===== src/wke_pkg.sv =====
// Constants for the wake event status logic: block offsets, field positions and reset values.
// Assumes the host decodes I/O cycles into single-cycle read and write strobes on mclk.
package wke_pkg;

    // Width of the host I/O address and of the register data.
    localparam int WKE_ADDR_W = 16;
    localparam int WKE_DATA_W = 8;
    localparam int WKE_SRC_N  = 8;

    // Offsets within the wake register block; the block spans offsets 0 to 4.
    localparam logic [2:0] WKE_OFF_SUMMARY    = 3'h0;
    localparam logic [2:0] WKE_OFF_RSVD_ONE   = 3'h1;
    localparam logic [2:0] WKE_OFF_ENABLE     = 3'h2;
    localparam logic [2:0] WKE_OFF_RSVD_THREE = 3'h3;
    localparam logic [2:0] WKE_OFF_SOURCE_ONE = 3'h4;
    localparam int         WKE_BLOCK_SPAN     = 5;

    // Field positions.
    localparam int WKE_BIT_SUMMARY_FLAG = 0;
    localparam int WKE_BIT_ENABLE_FLAG  = 0;
    localparam int WKE_SRC_INFRARED     = 0;
    localparam int WKE_SRC_RING_SECOND  = 1;
    localparam int WKE_SRC_RING_FIRST   = 2;
    localparam int WKE_SRC_KEYBOARD     = 3;
    localparam int WKE_SRC_MOUSE        = 4;
    localparam int WKE_SRC_SPECIFIC_KEY = 5;
    localparam int WKE_SRC_FAN_FIRST    = 6;
    localparam int WKE_SRC_FAN_SECOND   = 7;
    localparam int WKE_FOUR_BIT_PIN_THREE_TWO   = 2;
    localparam int WKE_FOUR_BIT_PIN_THREE_THREE = 3;

    // Reset values, taken on standby power-on; WKE_RST_READ also fills the read data on idle cycles and reserved offsets.
    localparam logic [7:0] WKE_RST_SUMMARY    = 8'h00;
    localparam logic [7:0] WKE_RST_ENABLE     = 8'h00;
    localparam logic [7:0] WKE_RST_SOURCE_ONE = 8'h00;
    localparam logic [7:0] WKE_RST_READ       = 8'h00;

endpackage : wke_pkg


===== src/wke_src_if.sv =====
// Interface carrying filtered wake source levels and their rising-edge events.
// Assumes both ends run on mclk; events are single-cycle pulses.
`timescale 1ns/1ps
interface wke_src_if #(
    parameter int N = 8
);
    logic [N-1:0] level;
    logic [N-1:0] rise;

    modport drive (output level, output rise);
    modport take  (input level, input rise);
endinterface : wke_src_if


===== src/wke_src_sync.sv =====
// Three-stage synchroniser and agreement filter for the wake source pins.
// Assumes pins are asynchronous to mclk and reset_n is the standby power-on reset.
`timescale 1ns/1ps
module wke_src_sync
    import wke_pkg::*;
#(
    parameter int N = WKE_SRC_N
)(
    input  wire logic         mclk,
    input  wire logic         reset_n,
    input  wire logic [N-1:0] pins,
    wke_src_if.drive          src
);

    typedef struct packed {
        logic [N-1:0] s1;
        logic [N-1:0] s2;
        logic [N-1:0] s3;
        logic [N-1:0] level;
        logic [N-1:0] rise;
    } wke_sync_s;

    wke_sync_s q;
    wke_sync_s next_q;

    // A level is accepted only where stages two and three agree; stage one feeds stage two only.
    always_comb
    begin
        logic [N-1:0] agree;
        agree        = ~(q.s2 ^ q.s3);
        next_q       = q;
        next_q.s1    = pins;
        next_q.s2    = q.s1;
        next_q.s3    = q.s2;
        next_q.level = (agree & q.s2) | (~agree & q.level);
        next_q.rise  = next_q.level & ~q.level;
    end

    // Register the whole state.
    always_ff @(posedge mclk or negedge reset_n)
    begin
        if (!reset_n)
        begin
            q <= '0;
        end
        else
        begin
            q <= next_q;
        end
    end

    assign src.level = q.level;
    assign src.rise  = q.rise;

endmodule : wke_src_sync


===== src/wke_status.sv =====
// Wake event status block: summary status, output enable, first per-source status register.
// Assumes reset_n is the standby power-on reset; the main power-on reset arrives as an
// mclk-synchronous pulse and host I/O cycles arrive as single-cycle strobes on mclk.
`timescale 1ns/1ps
// Overview of operation
// - Summary flag sets whenever the wake output would assert, whatever the enable.
// - Writing one to the summary flag clears it and releases the wake output.
// - Writing zero to the summary flag leaves it unchanged.
// - Summary register resets to zero only on standby power-on, not other resets.
// - Enable bit zero (default) blocks the wake output; one allows it.
// - Enable register resets to zero only on standby power-on, not other resets.
// - Each source status bit sets on its wake event, ignoring all enables.
// - Source bits: infrared, ring two, ring one, keyboard, mouse, key, fan one, fan two.
// - Writing one clears a source status bit; writing zero leaves it.
// - Source status register resets to zero only on standby power-on.
// - Offsets one and three, and bits seven to one at offsets zero and two, read as zero.
// - Registers decode at fixed offsets from the programmed block base address.
module wke_status
    import wke_pkg::*;
#(
    parameter int ADDR_W = WKE_ADDR_W
)(
    input  wire logic              mclk,
    input  wire logic              reset_n,
    input  wire logic [ADDR_W-1:0] wake_block_base,
    input  wire logic [ADDR_W-1:0] io_addr,
    input  wire logic              io_wr,
    input  wire logic              io_rd,
    input  wire logic [7:0]        io_wdata,
    output logic      [7:0]        io_rdata,
    output logic                   io_rvalid,
    input  wire logic              infrared_receiver_source,
    input  wire logic              ring_indicator_second,
    input  wire logic              ring_indicator_first,
    input  wire logic              keyboard_source,
    input  wire logic              mouse_source,
    input  wire logic              specific_key_source,
    input  wire logic              fan_speed_input_first,
    input  wire logic              fan_speed_input_second,
    input  wire logic [7:0]        wake_source_enable,
    input  wire logic              other_wake_event,
    input  wire logic              main_power_on_reset,
    input  wire logic              gpio_pin_three_two_is_input,
    input  wire logic              gpio_pin_three_three_is_input,
    output logic      [1:0]        wake_source_status_four_set,
    output logic      [1:0]        sysmgmt_status_four_set,
    output logic                   wake_request_out_n
);

    typedef struct packed {
        logic       summary;
        logic       enable;
        logic [7:0] source_one;
        logic       out_n;
        logic [7:0] rdata;
        logic       rvalid;
        logic [1:0] four_set;
    } wke_state_s;

    wke_state_s  q;
    wke_state_s  next_q;
    logic [7:0]  pins;
    logic        wr_summary;
    logic        wr_enable;
    logic        wr_source;
    logic        rd_hit;
    logic        summary_set;
    logic [7:0]  write_clear;
    logic [2:0]  rd_off;

    wke_src_if #(.N(WKE_SRC_N)) src ();

    // Offset of an address from the block base, or the span itself when outside the block.
    function automatic logic [2:0] block_offset(input logic [ADDR_W-1:0] addr,
                                                input logic [ADDR_W-1:0] base);
        logic [ADDR_W-1:0] diff;
        diff = addr - base;
        if (diff < ADDR_W'(WKE_BLOCK_SPAN))
            block_offset = diff[2:0];
        else
            block_offset = 3'(WKE_BLOCK_SPAN);
    endfunction : block_offset

    // Gather the source pins in status-bit order.
    always_comb
    begin
        pins                       = '0;
        pins[WKE_SRC_INFRARED]     = infrared_receiver_source;
        pins[WKE_SRC_RING_SECOND]  = ring_indicator_second;
        pins[WKE_SRC_RING_FIRST]   = ring_indicator_first;
        pins[WKE_SRC_KEYBOARD]     = keyboard_source;
        pins[WKE_SRC_MOUSE]        = mouse_source;
        pins[WKE_SRC_SPECIFIC_KEY] = specific_key_source;
        pins[WKE_SRC_FAN_FIRST]    = fan_speed_input_first;
        pins[WKE_SRC_FAN_SECOND]   = fan_speed_input_second;
    end

    wke_src_sync #(.N(WKE_SRC_N)) u_sync (
        .mclk    (mclk),
        .reset_n (reset_n),
        .pins    (pins),
        .src     (src)
    );

    // Address decode relative to the programmed base.
    assign wr_summary  = io_wr && (block_offset(io_addr, wake_block_base) == WKE_OFF_SUMMARY);
    assign wr_enable   = io_wr && (block_offset(io_addr, wake_block_base) == WKE_OFF_ENABLE);
    assign wr_source   = io_wr && (block_offset(io_addr, wake_block_base) == WKE_OFF_SOURCE_ONE);
    assign rd_off      = block_offset(io_addr, wake_block_base);
    assign rd_hit      = io_rd && (rd_off != 3'(WKE_BLOCK_SPAN));
    assign write_clear = wr_source ? io_wdata : 8'h00;
    // Any enabled source event or an event from elsewhere in the device requests a wake.
    assign summary_set = (|(src.rise & wake_source_enable)) || other_wake_event;

    // Next state. Sets always win over a write-one clear in the same cycle, so no event is lost.
    // Main power-on only sets the pin flags, and soft and hard resets are not inputs here: only reset_n clears these registers.
    always_comb
    begin
        next_q = q;
        if (summary_set)
            next_q.summary = 1'b1;
        else if (wr_summary && io_wdata[WKE_BIT_SUMMARY_FLAG])
            next_q.summary = 1'b0;
        else
            next_q.summary = q.summary;
        if (wr_enable)
            next_q.enable = io_wdata[WKE_BIT_ENABLE_FLAG];
        next_q.source_one = (q.source_one & ~write_clear) | src.rise;
        // Output is derived from the next flags so it moves in the same edge as they do.
        next_q.out_n = ~(next_q.summary & next_q.enable);
        next_q.rvalid = rd_hit;
        next_q.rdata  = WKE_RST_READ;
        if (rd_hit)
        begin
            case (rd_off)
                WKE_OFF_SUMMARY:    next_q.rdata = {7'h00, q.summary};
                WKE_OFF_ENABLE:     next_q.rdata = {7'h00, q.enable};
                WKE_OFF_SOURCE_ONE: next_q.rdata = q.source_one;
                default:            next_q.rdata = WKE_RST_READ;
            endcase
        end
        // Pins strapped as inputs look like a wake at main power-on; report it as a pulse.
        next_q.four_set = {main_power_on_reset && gpio_pin_three_three_is_input,
                           main_power_on_reset && gpio_pin_three_two_is_input};
    end

    // Standby power-on is the only reset that reaches this state.
    always_ff @(posedge mclk or negedge reset_n)
    begin
        if (!reset_n)
        begin
            q.summary    <= WKE_RST_SUMMARY[WKE_BIT_SUMMARY_FLAG];
            q.enable     <= WKE_RST_ENABLE[WKE_BIT_ENABLE_FLAG];
            q.source_one <= WKE_RST_SOURCE_ONE;
            q.out_n      <= 1'b1;
            q.rdata      <= WKE_RST_READ;
            q.rvalid     <= 1'b0;
            q.four_set   <= 2'h0;
        end
        else
        begin
            q <= next_q;
        end
    end

    assign io_rdata                    = q.rdata;
    assign io_rvalid                   = q.rvalid;
    assign wake_request_out_n          = q.out_n;
    assign wake_source_status_four_set = q.four_set;
    assign sysmgmt_status_four_set     = q.four_set;
endmodule : wke_status


===== config.mk =====
export PLATFORM = sky130hd
export DESIGN_NAME = wke_status
export DESIGN_NICKNAME = d
export VERILOG_FILES = /design/src/wke_pkg.sv /design/src/wke_src_if.sv /design/src/wke_src_sync.sv /design/src/wke_status.sv
export SDC_FILE = /design/constraint.sdc
export NUM_CORES = 1
export LEC_CHECK = 0
export BUFFER_PORTS_ARGS = -buffer_cell sky130_fd_sc_hd__buf_4
export CAP_MARGIN = 15
export CELL_PAD_IN_SITES_DETAIL_PLACEMENT = 1
export CELL_PAD_IN_SITES_GLOBAL_PLACEMENT = 1
export CORE_AREA = 2 2 88 90
export CTS_CLUSTER_DIAMETER = 60
export CTS_CLUSTER_SIZE = 16
export DETAILED_ROUTE_END_ITERATION = 6
export DIE_AREA = 0 0 90 92
export PLACE_DENSITY_LB_ADDON = 0.25
export SYNTH_ARGS = -nofsm -noshare
export SYNTH_HDL_FRONTEND = slang
export SYNTH_SLANG_ARGS = --single-unit

===== constraint.sdc =====
create_clock -name mclk -period 2.9 [get_ports mclk]
set_input_delay 0.145 -clock mclk [delete_from_list [all_inputs] [get_ports mclk]]
set_output_delay 0.145 -clock mclk [all_outputs]
set_load 0.02 [all_outputs]

==> results of run 1 <==
cells by family (layout without fill, tap and decap cells):
logic type      Yosys count  in the layout  synth area share (%)
fa+ha+maj                22             22                  8.56
flops                    62             62                  49.6
mux                       2              2                 0.640
buf+inv                  41            139                  7.96
xor+xnor                  5              5                  1.64
simple gates             88             88                  16.2
compound gates           65             65                  15.4
worst min-delay path by stage:
stage / start / endpoint / slack, ns / cells past startpoint
CTS: gpio_pin_three_three_is_input / sysmgmt_status_four_set[1] / 0.0002 / 2
floorplan: reset_n / io_rdata[0] / -0.15 / 0
finish: main_power_on_reset / sysmgmt_status_four_set[1] / 0.03 / 2
global placement: reset_n / sysmgmt_status_four_set[0] / 0.25 / 1
detailed placement: fan_speed_input_second / u_sync.next_q[31] / 0.26 / 1
global route: main_power_on_reset / sysmgmt_status_four_set[1] / 0.007 / 2
metal layers:
layer  global-route usage [%]  up-vias
li1                         -     1202
met1                     23.7     1209
met2                     34.2       52
met3                     6.57        6
met4                     4.36        0
met5                        0        -
power by group:
group / internal (mW) / switching [mW] / total [mW] / leakage, nW
clock: 0.452 / 0.344 / 0.796 / 0.111
combinational: 0.198 / 0.212 / 0.411 / 1.08
sequential: 0.901 / 0.0214 / 0.922 / 0.735
total: 1.55 / 0.577 / 2.13 / 1.93
Yosys cell counts (2+ instances only):
master and count:
a22oi_1 3, and2_1 2, a21oi_1 16, nand4_1 5
o22ai_1 2, dfrtp_1 61, o211ai_1 3, clkbuf_1 2
ha_1 15, mux2i_1 2, clkbuf_8 3, nand2_1 17
o21a_1 3, o21ai_0 8, nand3_1 15, xnor2_1 2
inv_1 20, o31ai_1 9, buf_6 2, nor2_1 12
a31oi_1 2, nand2b_1 8, buf_4 13, o311a_1 2
a211oi_1 2, and3_1 8, maj3_1 6, nor2b_1 2
nor3_1 3, xor2_1 2, nor3b_1 2
worst max-delay path, cell delays in order:
cell and delay, ns:
buf_4 0.10, inv_1 0.04, ha_1 0.16, inv_1 0.06, fa_2 0.37, a211oi_2 0.30
o31a_2 0.21, a211oi_1 0.09, or4_1 0.44, a21oi_2 0.17, o2111ai_2 0.12, buf_4 0.18
o31a_1 0.30, or2_1 0.23
state kept, by name (all words and copies together) (netlist names):
name,cells
q,10
io_rvalid,1
sysmgmt_status_four_set,2
u_sync.q,8
io_rdata,8
u_sync.src.level,8
wake_request_out_n,1
u_sync.next_q,16
u_sync.src.rise,8
timing repair:
item,in CTS,in global routing
setup endpoints to repair,0,11
endpoints found under the hold margin,69,1
hold buffers,9,1
resized for setup,0,2
buffers inserted,0,1
layout make-up:
| cell class | instances | share of cell area, % |
|---|---|---|
| flip-flops and latches | 62 | 37.8 |
| inverters | 20 | 1.83 |
| clock inverters | 5 | 1.59 |
| repair buffers | 103 | 19.5 |
| multi-input cells | 182 | 32.5 |
| well taps | 102 | 3.11 |
| clock buffers | 11 | 3.69 |
per-stage QoR:
| stage | worst slack (ns) | instance area (sq um) | TNS (ns) | utilization (%) | hold slack [ns] |
|---|---|---|---|---|---|
| 4_1_cts | 0.125 | 4080 | 0 | 54.8 | 0.000224 |
| 2_1_floorplan | 0.156 | 3130 | 0 | - | -0.151 |
| 6_report | 0.196 | 4100 | 0 | 55.1 | 0.0335 |
| 3_5_place_dp | -0.172 | 3770 | -2.05 | 50.7 | 0.255 |
| 5_1_grt | 0.0579 | 4100 | 0 | 55.1 | 0.00728 |
| 3_3_place_gp | -0.0546 | 3770 | -0.369 | 50.7 | 0.250 |
==> metrics.txt, run 1 <==
CTS tree built; worst ir drop on vdd ~0.35 mV; met2 wire len roughly 4000 um; Synth area leader dfrtp_1; Placed Cells between 400 and 500; vias in the first global route roughly 2700; top cells by area, synth dfrtp_1 49%, ha_1 6.0%, buf_4 3.1%; die span in x ~90 um; Synth async-reset ratio 100%; most common library cell in the layout ignoring fill and taps buf_4; Max H-tree Level 3; placer congestion estimate between 0.7 and 0.8; first-pass GRT wire length 12900 um; fillers 860; Chip Height slightly above 90 um; # IOs 78; drt first pass iters 4; RSZ-0062 raised after global routing no; post-detailed-route count of antenna-violating nets 0; Post-synth EDFFs 0; clk buf depth 2; final std cells w/o fill 485; Critical path destination q[20]; initial antenna violation count 0; syn_nets between 300 and 400; drt drc 0; WS Path Type in -> reg; Unique masters post-synth 64; worst endpoint data arrival time between 2 and 3 ns; nets@finish 458; via count 2469; Yosys reg bits between 60 and 70; crit share post-route roughly 93%; min Tclk post-route around 2.7 ns; Hold Fails Final Rpt 0; Synth-to-Final Area Change 31.1%; Fmax between 300 and 400 MHz; Port Buf Inserts just under 80; Worst Setup Start Kind input pin; commonest cells after routing, fill and taps aside 93 x buf_4, 61 x dfrtp_1, 20 x inv_1; M1 WL between 3000 and 4000 um; CTS Buf Count 9; Via density about 5; # diodes 0; Rel. slew slack about half; Synth top area share 48.8%; initial core utilization between 40% and 50%; root buf cell clkbuf_8; R2R Setup Slk approximately 1.5 ns; YS warnings 0; worst path required time about 3.1 ns; Power Total 2.13 mW; cell area after synthesis 0.00313 sq mm; register area 0.00155 sq mm; CP startpoint io_addr[0]; final wirelength approximately 7500 um; RR Endpoint wake_request_out_n; Core Rows 32; Slew @ Worst Pin 0.746 ns; Worst-path clk slew ~0.07 ns; Top Metal Used met4; initial drt markers 86; MaxCap Viol Count 0; critical path endpoint category register; HPWL Detailed ~5800 um; # clock sinks 62; leakage a little under 2 nW; worst r2r src u_sync.src.rise[2]; layout cells sized above 1 about 33%; pin count of the biggest net entering global routing 63; Mean Syn Cell Area 11.0 sq um; Worst R2R Path Depth 4; Die Area roughly 0.0083 sq mm; Crit Path Max Fanout 3; skew final approximately 0.007 ns; Multi-input gate area 0.00133 sq mm; Final setup viols 0; top_reg_cell synth dfrtp_1; Overflow after GRT 0; met3 wire len roughly 320 um; Core Box Area around 0.0074 sq mm; Clock Latency Late Sink ~0.34 ns; sequential share of the synthesized area between 40% and 50%; Power Density between 500 and 600 mW/mm^2; Slew Limit Fails 0; gate count after technology mapping around 290; status completed; Min-Delay Path Class in -> reg; Total GRT Usage 19.6%; WL per Instance between 15 and 20 um
No activity file was read; power rests on OpenSTA's default activity.
==> inputs of run 2 (changes only) <==
Settings changed: PLACE_DENSITY set to 0.89, PLACE_DENSITY_LB_ADDON 0.25 to unset.
Clock period 2.9 ns to 3.2 ns, I/O delays scaled along.
==> run 2 against run 1 <==
  * Critical path depth is the same
  * Via count fell by 0.49%
  * Cell count fell by 2.7%
  * Sequential cell count stayed put
  * Power fell by 11%
  * Clock power decreased by 12%
  * Register-to-register slack better by 0.34 ns
  * Sequential power fell by 9.2%
  * Largest power group unchanged
==> metrics.txt, run 2 (synthesis gave the netlist of run 1 again) <==
status completed; drt first pass iters 4; M1 WL 3110 um; Slew @ Worst Pin between 0.7 and 0.8 ns; Synth-to-Final Area Change 27.3%; worst endpoint data arrival time about 3.1 ns; Overflow after GRT 0; # clock sinks 62; nets@finish between 400 and 500; min Tclk post-route roughly 2.8 ns; WL per Instance ~16 um; Worst-path clk slew 0.07 ns; pin count of the biggest net entering global routing between 60 and 70; Total GRT Usage between 10% and 20%; max FFs per register 16; Crit Path Max Fanout 10; initial antenna violation count 0; vias in the first global route between 2000 and 3000; Rel. slew slack around half; skew final 0.00710 ns; Max H-tree Level 3; post-detailed-route count of antenna-violating nets 0; worst ir drop on vdd between 0.3 and 0.4 mV; Die Area around 0.0083 sq mm; CTS Buf Count 9; crit share post-route between 80% and 90%; Final setup viols 0; met3 wire len between 200 and 300 um; Hold Fails Final Rpt 0; Final Cell Area 0.00399 sq mm; Power Density ~470 mW/mm^2; TNS Setup 0 ns; Via density 5.21; Clock Latency Late Sink 0.33 ns; clk buf depth 2; Core Box Area 0.00745 sq mm; placer congestion estimate 0.863; Chip Height 92 um; final setup margin between 0.3 and 0.4 ns; via count 2457; hold path cells 2; Placed Cells around 450; Slew Limit Fails 0; Worst R2R Path Depth 4; # IOs 78; leakage around 1.9 nW; Worst path depth 14; Worst Setup Start Kind input pin; initial core utilization a little over two fifths; initial drt markers 115; final wirelength 7450 um; CP cell instances buf_4, inv_1, ha_1, inv_1, fa_1, a211oi_2, o31a_2, a211oi_1, or4_1, a21oi_1, o2111ai_2, buf_4, nor4_4, or2_1; final std cells w/o fill ~470; die span in x 90 um; RSZ-0062 raised after global routing no; first-pass GRT wire length around 12000 um; Fmax 353 MHz; drt drc 0; MaxCap Viol Count 0; buffers plus inverters on the worst setup path 4; worst path required time about 3.5 ns; Port Buf Inserts 77; CP max stage delay around 0.43 ns; Crit-path slowest cell fa_1; Post-CTS Setup Inserts 0; CTS tree built; commonest cells after routing, fill and taps aside 81 x buf_4, 61 x dfrtp_1, 20 x inv_1; layout cells sized above 1 between 30% and 40%; Top Metal Used met4; Core Rows 32; Placed Area approximately 0.0037 sq mm; Top delay family on crit path compound AO/OA/AOI/OAI gates; met2 wire len slightly below 4000 um; WS Path Type in -> reg; most common library cell in the layout ignoring fill and taps buf_4; Place WS around 0.058 ns; Min-Delay Path Class in -> reg; root buf cell clkbuf_8; critical path endpoint category register; # diodes 0; HPWL Detailed roughly 5600 um
-- run 2: cell types whose count changed in the layout (fill, tap and decap cells not counted), sizes merged --
cell and change:
buf -12, clkbuf -2, inv +2, clkinv -1, clkinvlp +1, dlygate4sd3 -1
-- run 2: final cells by class --
type	count	area, sq um
Timing Repair Buffer	90	698
Sequential cell	62	1550
Tap cell	102	128
Fill cell	859	3460
Clock inverter	7	80.1
Inverter	20	75.1
Multi-Input combinational cell	182	1330
Clock buffer	9	124
-- run 2: worst paths after layout --
| path | startpoint | endpoint | slack [ns] |
|---|---|---|---|
| min reg2reg | u_sync.next_q[29] | u_sync.next_q[21] | 0.35 |
| min in group asynchronous | reset_n | sysmgmt_status_four_set[0] | 0.42 |
| max in group asynchronous | reset_n | u_sync.q[21] | 2.28 |
| max reg2reg | u_sync.src.rise[7] | wake_request_out_n | 1.81 |
| max | io_addr[0] | q[20] | 0.37 |
| min | gpio_pin_three_three_is_input | sysmgmt_status_four_set[1] | 0.03 |
-- run 2: worst register-to-register path, cell delays in order (launching register included) --
cell       delay (ns)
dfrtp_1          0.39
a222oi_1         0.33
nand3_1          0.12
a211oi_1         0.29
o2bb2ai_1        0.17
-- run 2: timing repair --
item	in CTS	in global routing
resized for setup	0	0
hold buffers	9	0
hold endpoints to repair	69	0
endpoints found under the setup margin	0	0
-- run 2: where the power goes --
part	internal (mW)	leakage [nW]	switching, mW
clock	0.371	0.103	0.327
sequential	0.816	0.735	0.0211
combinational	0.162	1.02	0.186
total	1.35	1.86	0.534
-- run 2: stage by stage --
stage	hold slack [ns]	utilization, %	total power, mW
after floorplan	-0.136	-	1.06
after CTS	0.0178	53.5	1.90
final	0.0336	53.5	1.88
after global placement	0.267	49.6	1.17
after detailed placement	0.271	49.6	1.19
after global routing	0.0259	53.5	1.98
-- run 2: routing by layer --
layer  up-vias  GRT usage, %
li1       1174             -
met4         0          6.92
met5         -             0
met2        57          32.8
met1      1216          22.4
met3        10          5.01
==> inputs of run 3 (changes only) <==
Settings changed: CORE_AREA 2 2 88 90 to 2 2 95 97, DIE_AREA 0 0 90 92 to 0 0 97 99, PLACE_DENSITY 0.89 to 0.82.
Clock period 3.2 ns to 2.5 ns, I/O delays scaled along.
==> run 3 against run 2 <==
  * Setup slack worse by 0.50 ns
  * Clock skew up 0.0048 ns
  * Sequential power up 28%
  * Global-route usage down 0.26 points
  * Sequential cell count unchanged
  * Clock-buffer cell count up 2
  * Largest cell class unchanged
  * Combinational power up 74%
  * The run now ends with negative setup slack left
  * Critical endpoint is now q[21]
==> metrics.txt, run 3 (synthesis gave the netlist of run 1 again) <==
status finished, violations left; violated checks negative setup slack; grt met1 use a little under a quarter; Total GRT Usage 18.5%; Finished Core Util a little over half; Hold Fails Final Rpt 0; vias in the first global route about 2900; min Tclk post-route 2.64 ns; # clock sinks a little over 60; commonest cells after routing, fill and taps aside 123 x buf_4, 61 x dfrtp_1, 18 x inv_1; CTS Buf Count 9; Crit Path Max Fanout 5; Via density between 5 and 6; skew final roughly 0.012 ns; CTS tree built; worst hold margin ~0.026 ns; worst endpoint data arrival time around 2.8 ns; WL per Instance roughly 17 um; Worst Setup Start Kind input pin; drt drc 0; pin count of the biggest net entering global routing 63; Slew Limit Fails 0; clk buf depth 2; layout cells sized above 1 between 40% and 50%; RSZ-0062 raised after global routing yes; worst ir drop on vdd roughly 0.45 mV; GR Util met2 roughly a third; Chip Height 99 um; HPWL Detailed around 6200 um; initial drt markers 146; Worst-path clk slew approximately 0.070 ns; max FFs per register 16; Power Density 561 mW/mm^2; # diodes 0; initial antenna violation count 0; root buf cell clkbuf_8; Final setup viols 19; # IOs between 70 and 80; drt first pass iters 4; crit share post-route 106%; Slew @ Worst Pin about 0.75 ns; nets@finish a little under 500; worst path required time ~2.7 ns; Port Buf Inserts slightly below 80; Place WS -0.505 ns; post-detailed-route count of antenna-violating nets 0; Placed Area 0.00404 sq mm; WS Path Type in -> reg; placer congestion estimate roughly 0.81; MaxCap Viol Count 0; Synth-to-Final Area Change 45.1%; final setup margin -0.138 ns; via count between 2000 and 3000; critical path endpoint category register; GR Layer Usage met3 under 10%; Fmax 379 MHz; first-pass GRT wire length ~14000 um; Overflow after GRT 0; Core Box Area roughly 0.0086 sq mm; Min-Delay Path Class in -> reg; Clock Latency Late Sink 0.33 ns; final wirelength around 8900 um; initial core utilization ~37%; leakage roughly 2.1 nW; GR peak layer met2; Rel. slew slack 49.9%; Final Cell Area ~0.0045 sq mm; most common library cell in the layout ignoring fill and taps buf_4; Core Rows 34; TNS Setup -1.70 ns; fillers between 900 and 1000; Max H-tree Level 3; die span in x a little under 100 um; Die Area roughly 0.0096 sq mm
[run 3: power breakdown]
part	switching [mW]	leakage [nW]	total (mW)	internal (mW)
registers	0.0280	0.735	1.07	1.05
logic	0.302	1.28	0.604	0.302
clock network	0.385	0.0955	0.872	0.488
[run 3: path summary, 6_finish.rpt]
kind	from	to	slack, ns	depth (start not counted)
max reg2reg	u_sync.src.rise[2]	q[21]	0.97	4
max in group asynchronous	reset_n	u_sync.src.rise[1]	1.59	2
max	io_addr[0]	q[21]	-0.14	15
min in group asynchronous	reset_n	u_sync.next_q[18]	0.42	2
min	main_power_on_reset	sysmgmt_status_four_set[1]	0.03	2
min reg2reg	u_sync.next_q[28]	u_sync.next_q[20]	0.35	0
[run 3: critical path, cell delays in order]
cell	delay, ns
buf_8	0.11
inv_12	0.04
ha_4	0.12
inv_2	0.04
fa_2	0.34
a211oi_2	0.22
o31a_2	0.24
a211oi_4	0.08
or4_4	0.56
a21oi_4	0.17
o2111ai_4	0.16
buf_12	0.19
buf_6	0.14
o31ai_4	0.20
nand2_1	0.09
[run 3: stage by stage]
| stage | std cells | total power [mW] |
|---|---|---|
| 3_3_place_gp | 494 | 1.61 |
| 4_1_cts | 525 | 2.54 |
| 6_report | 527 | 2.55 |
| 5_1_grt | 527 | 2.66 |
| 2_1_floorplan | 285 | 1.36 |
| 3_5_place_dp | 494 | 1.63 |
[run 3: cell type report]
cell class,count,area (sq um),area share (%)
clock buffer,11,141,3.11
clock inverter,5,58.8,1.30
tap,108,135,2.98
sequential,62,1550,34.2
multi-input combinational,183,1480,32.6
timing repair buffer,138,1080,23.9
inverter,20,87.6,1.93
[run 3: routing by layer]
metal  vias up  part of all wire, %
met1      1308                   43
met4         0                 0.77
met3         8                  3.3
li1       1275                    -
met2        52                   53
met5         -                    0
[run 3: timing repair]
item	CTS	global route
endpoints found under the setup margin	19	20
endpoints found under the hold margin	71	0
hold buffers	11	0
gates resized for setup	13	7
gates cloned	1	1
pin swaps	14	9
setup buffers	3	1
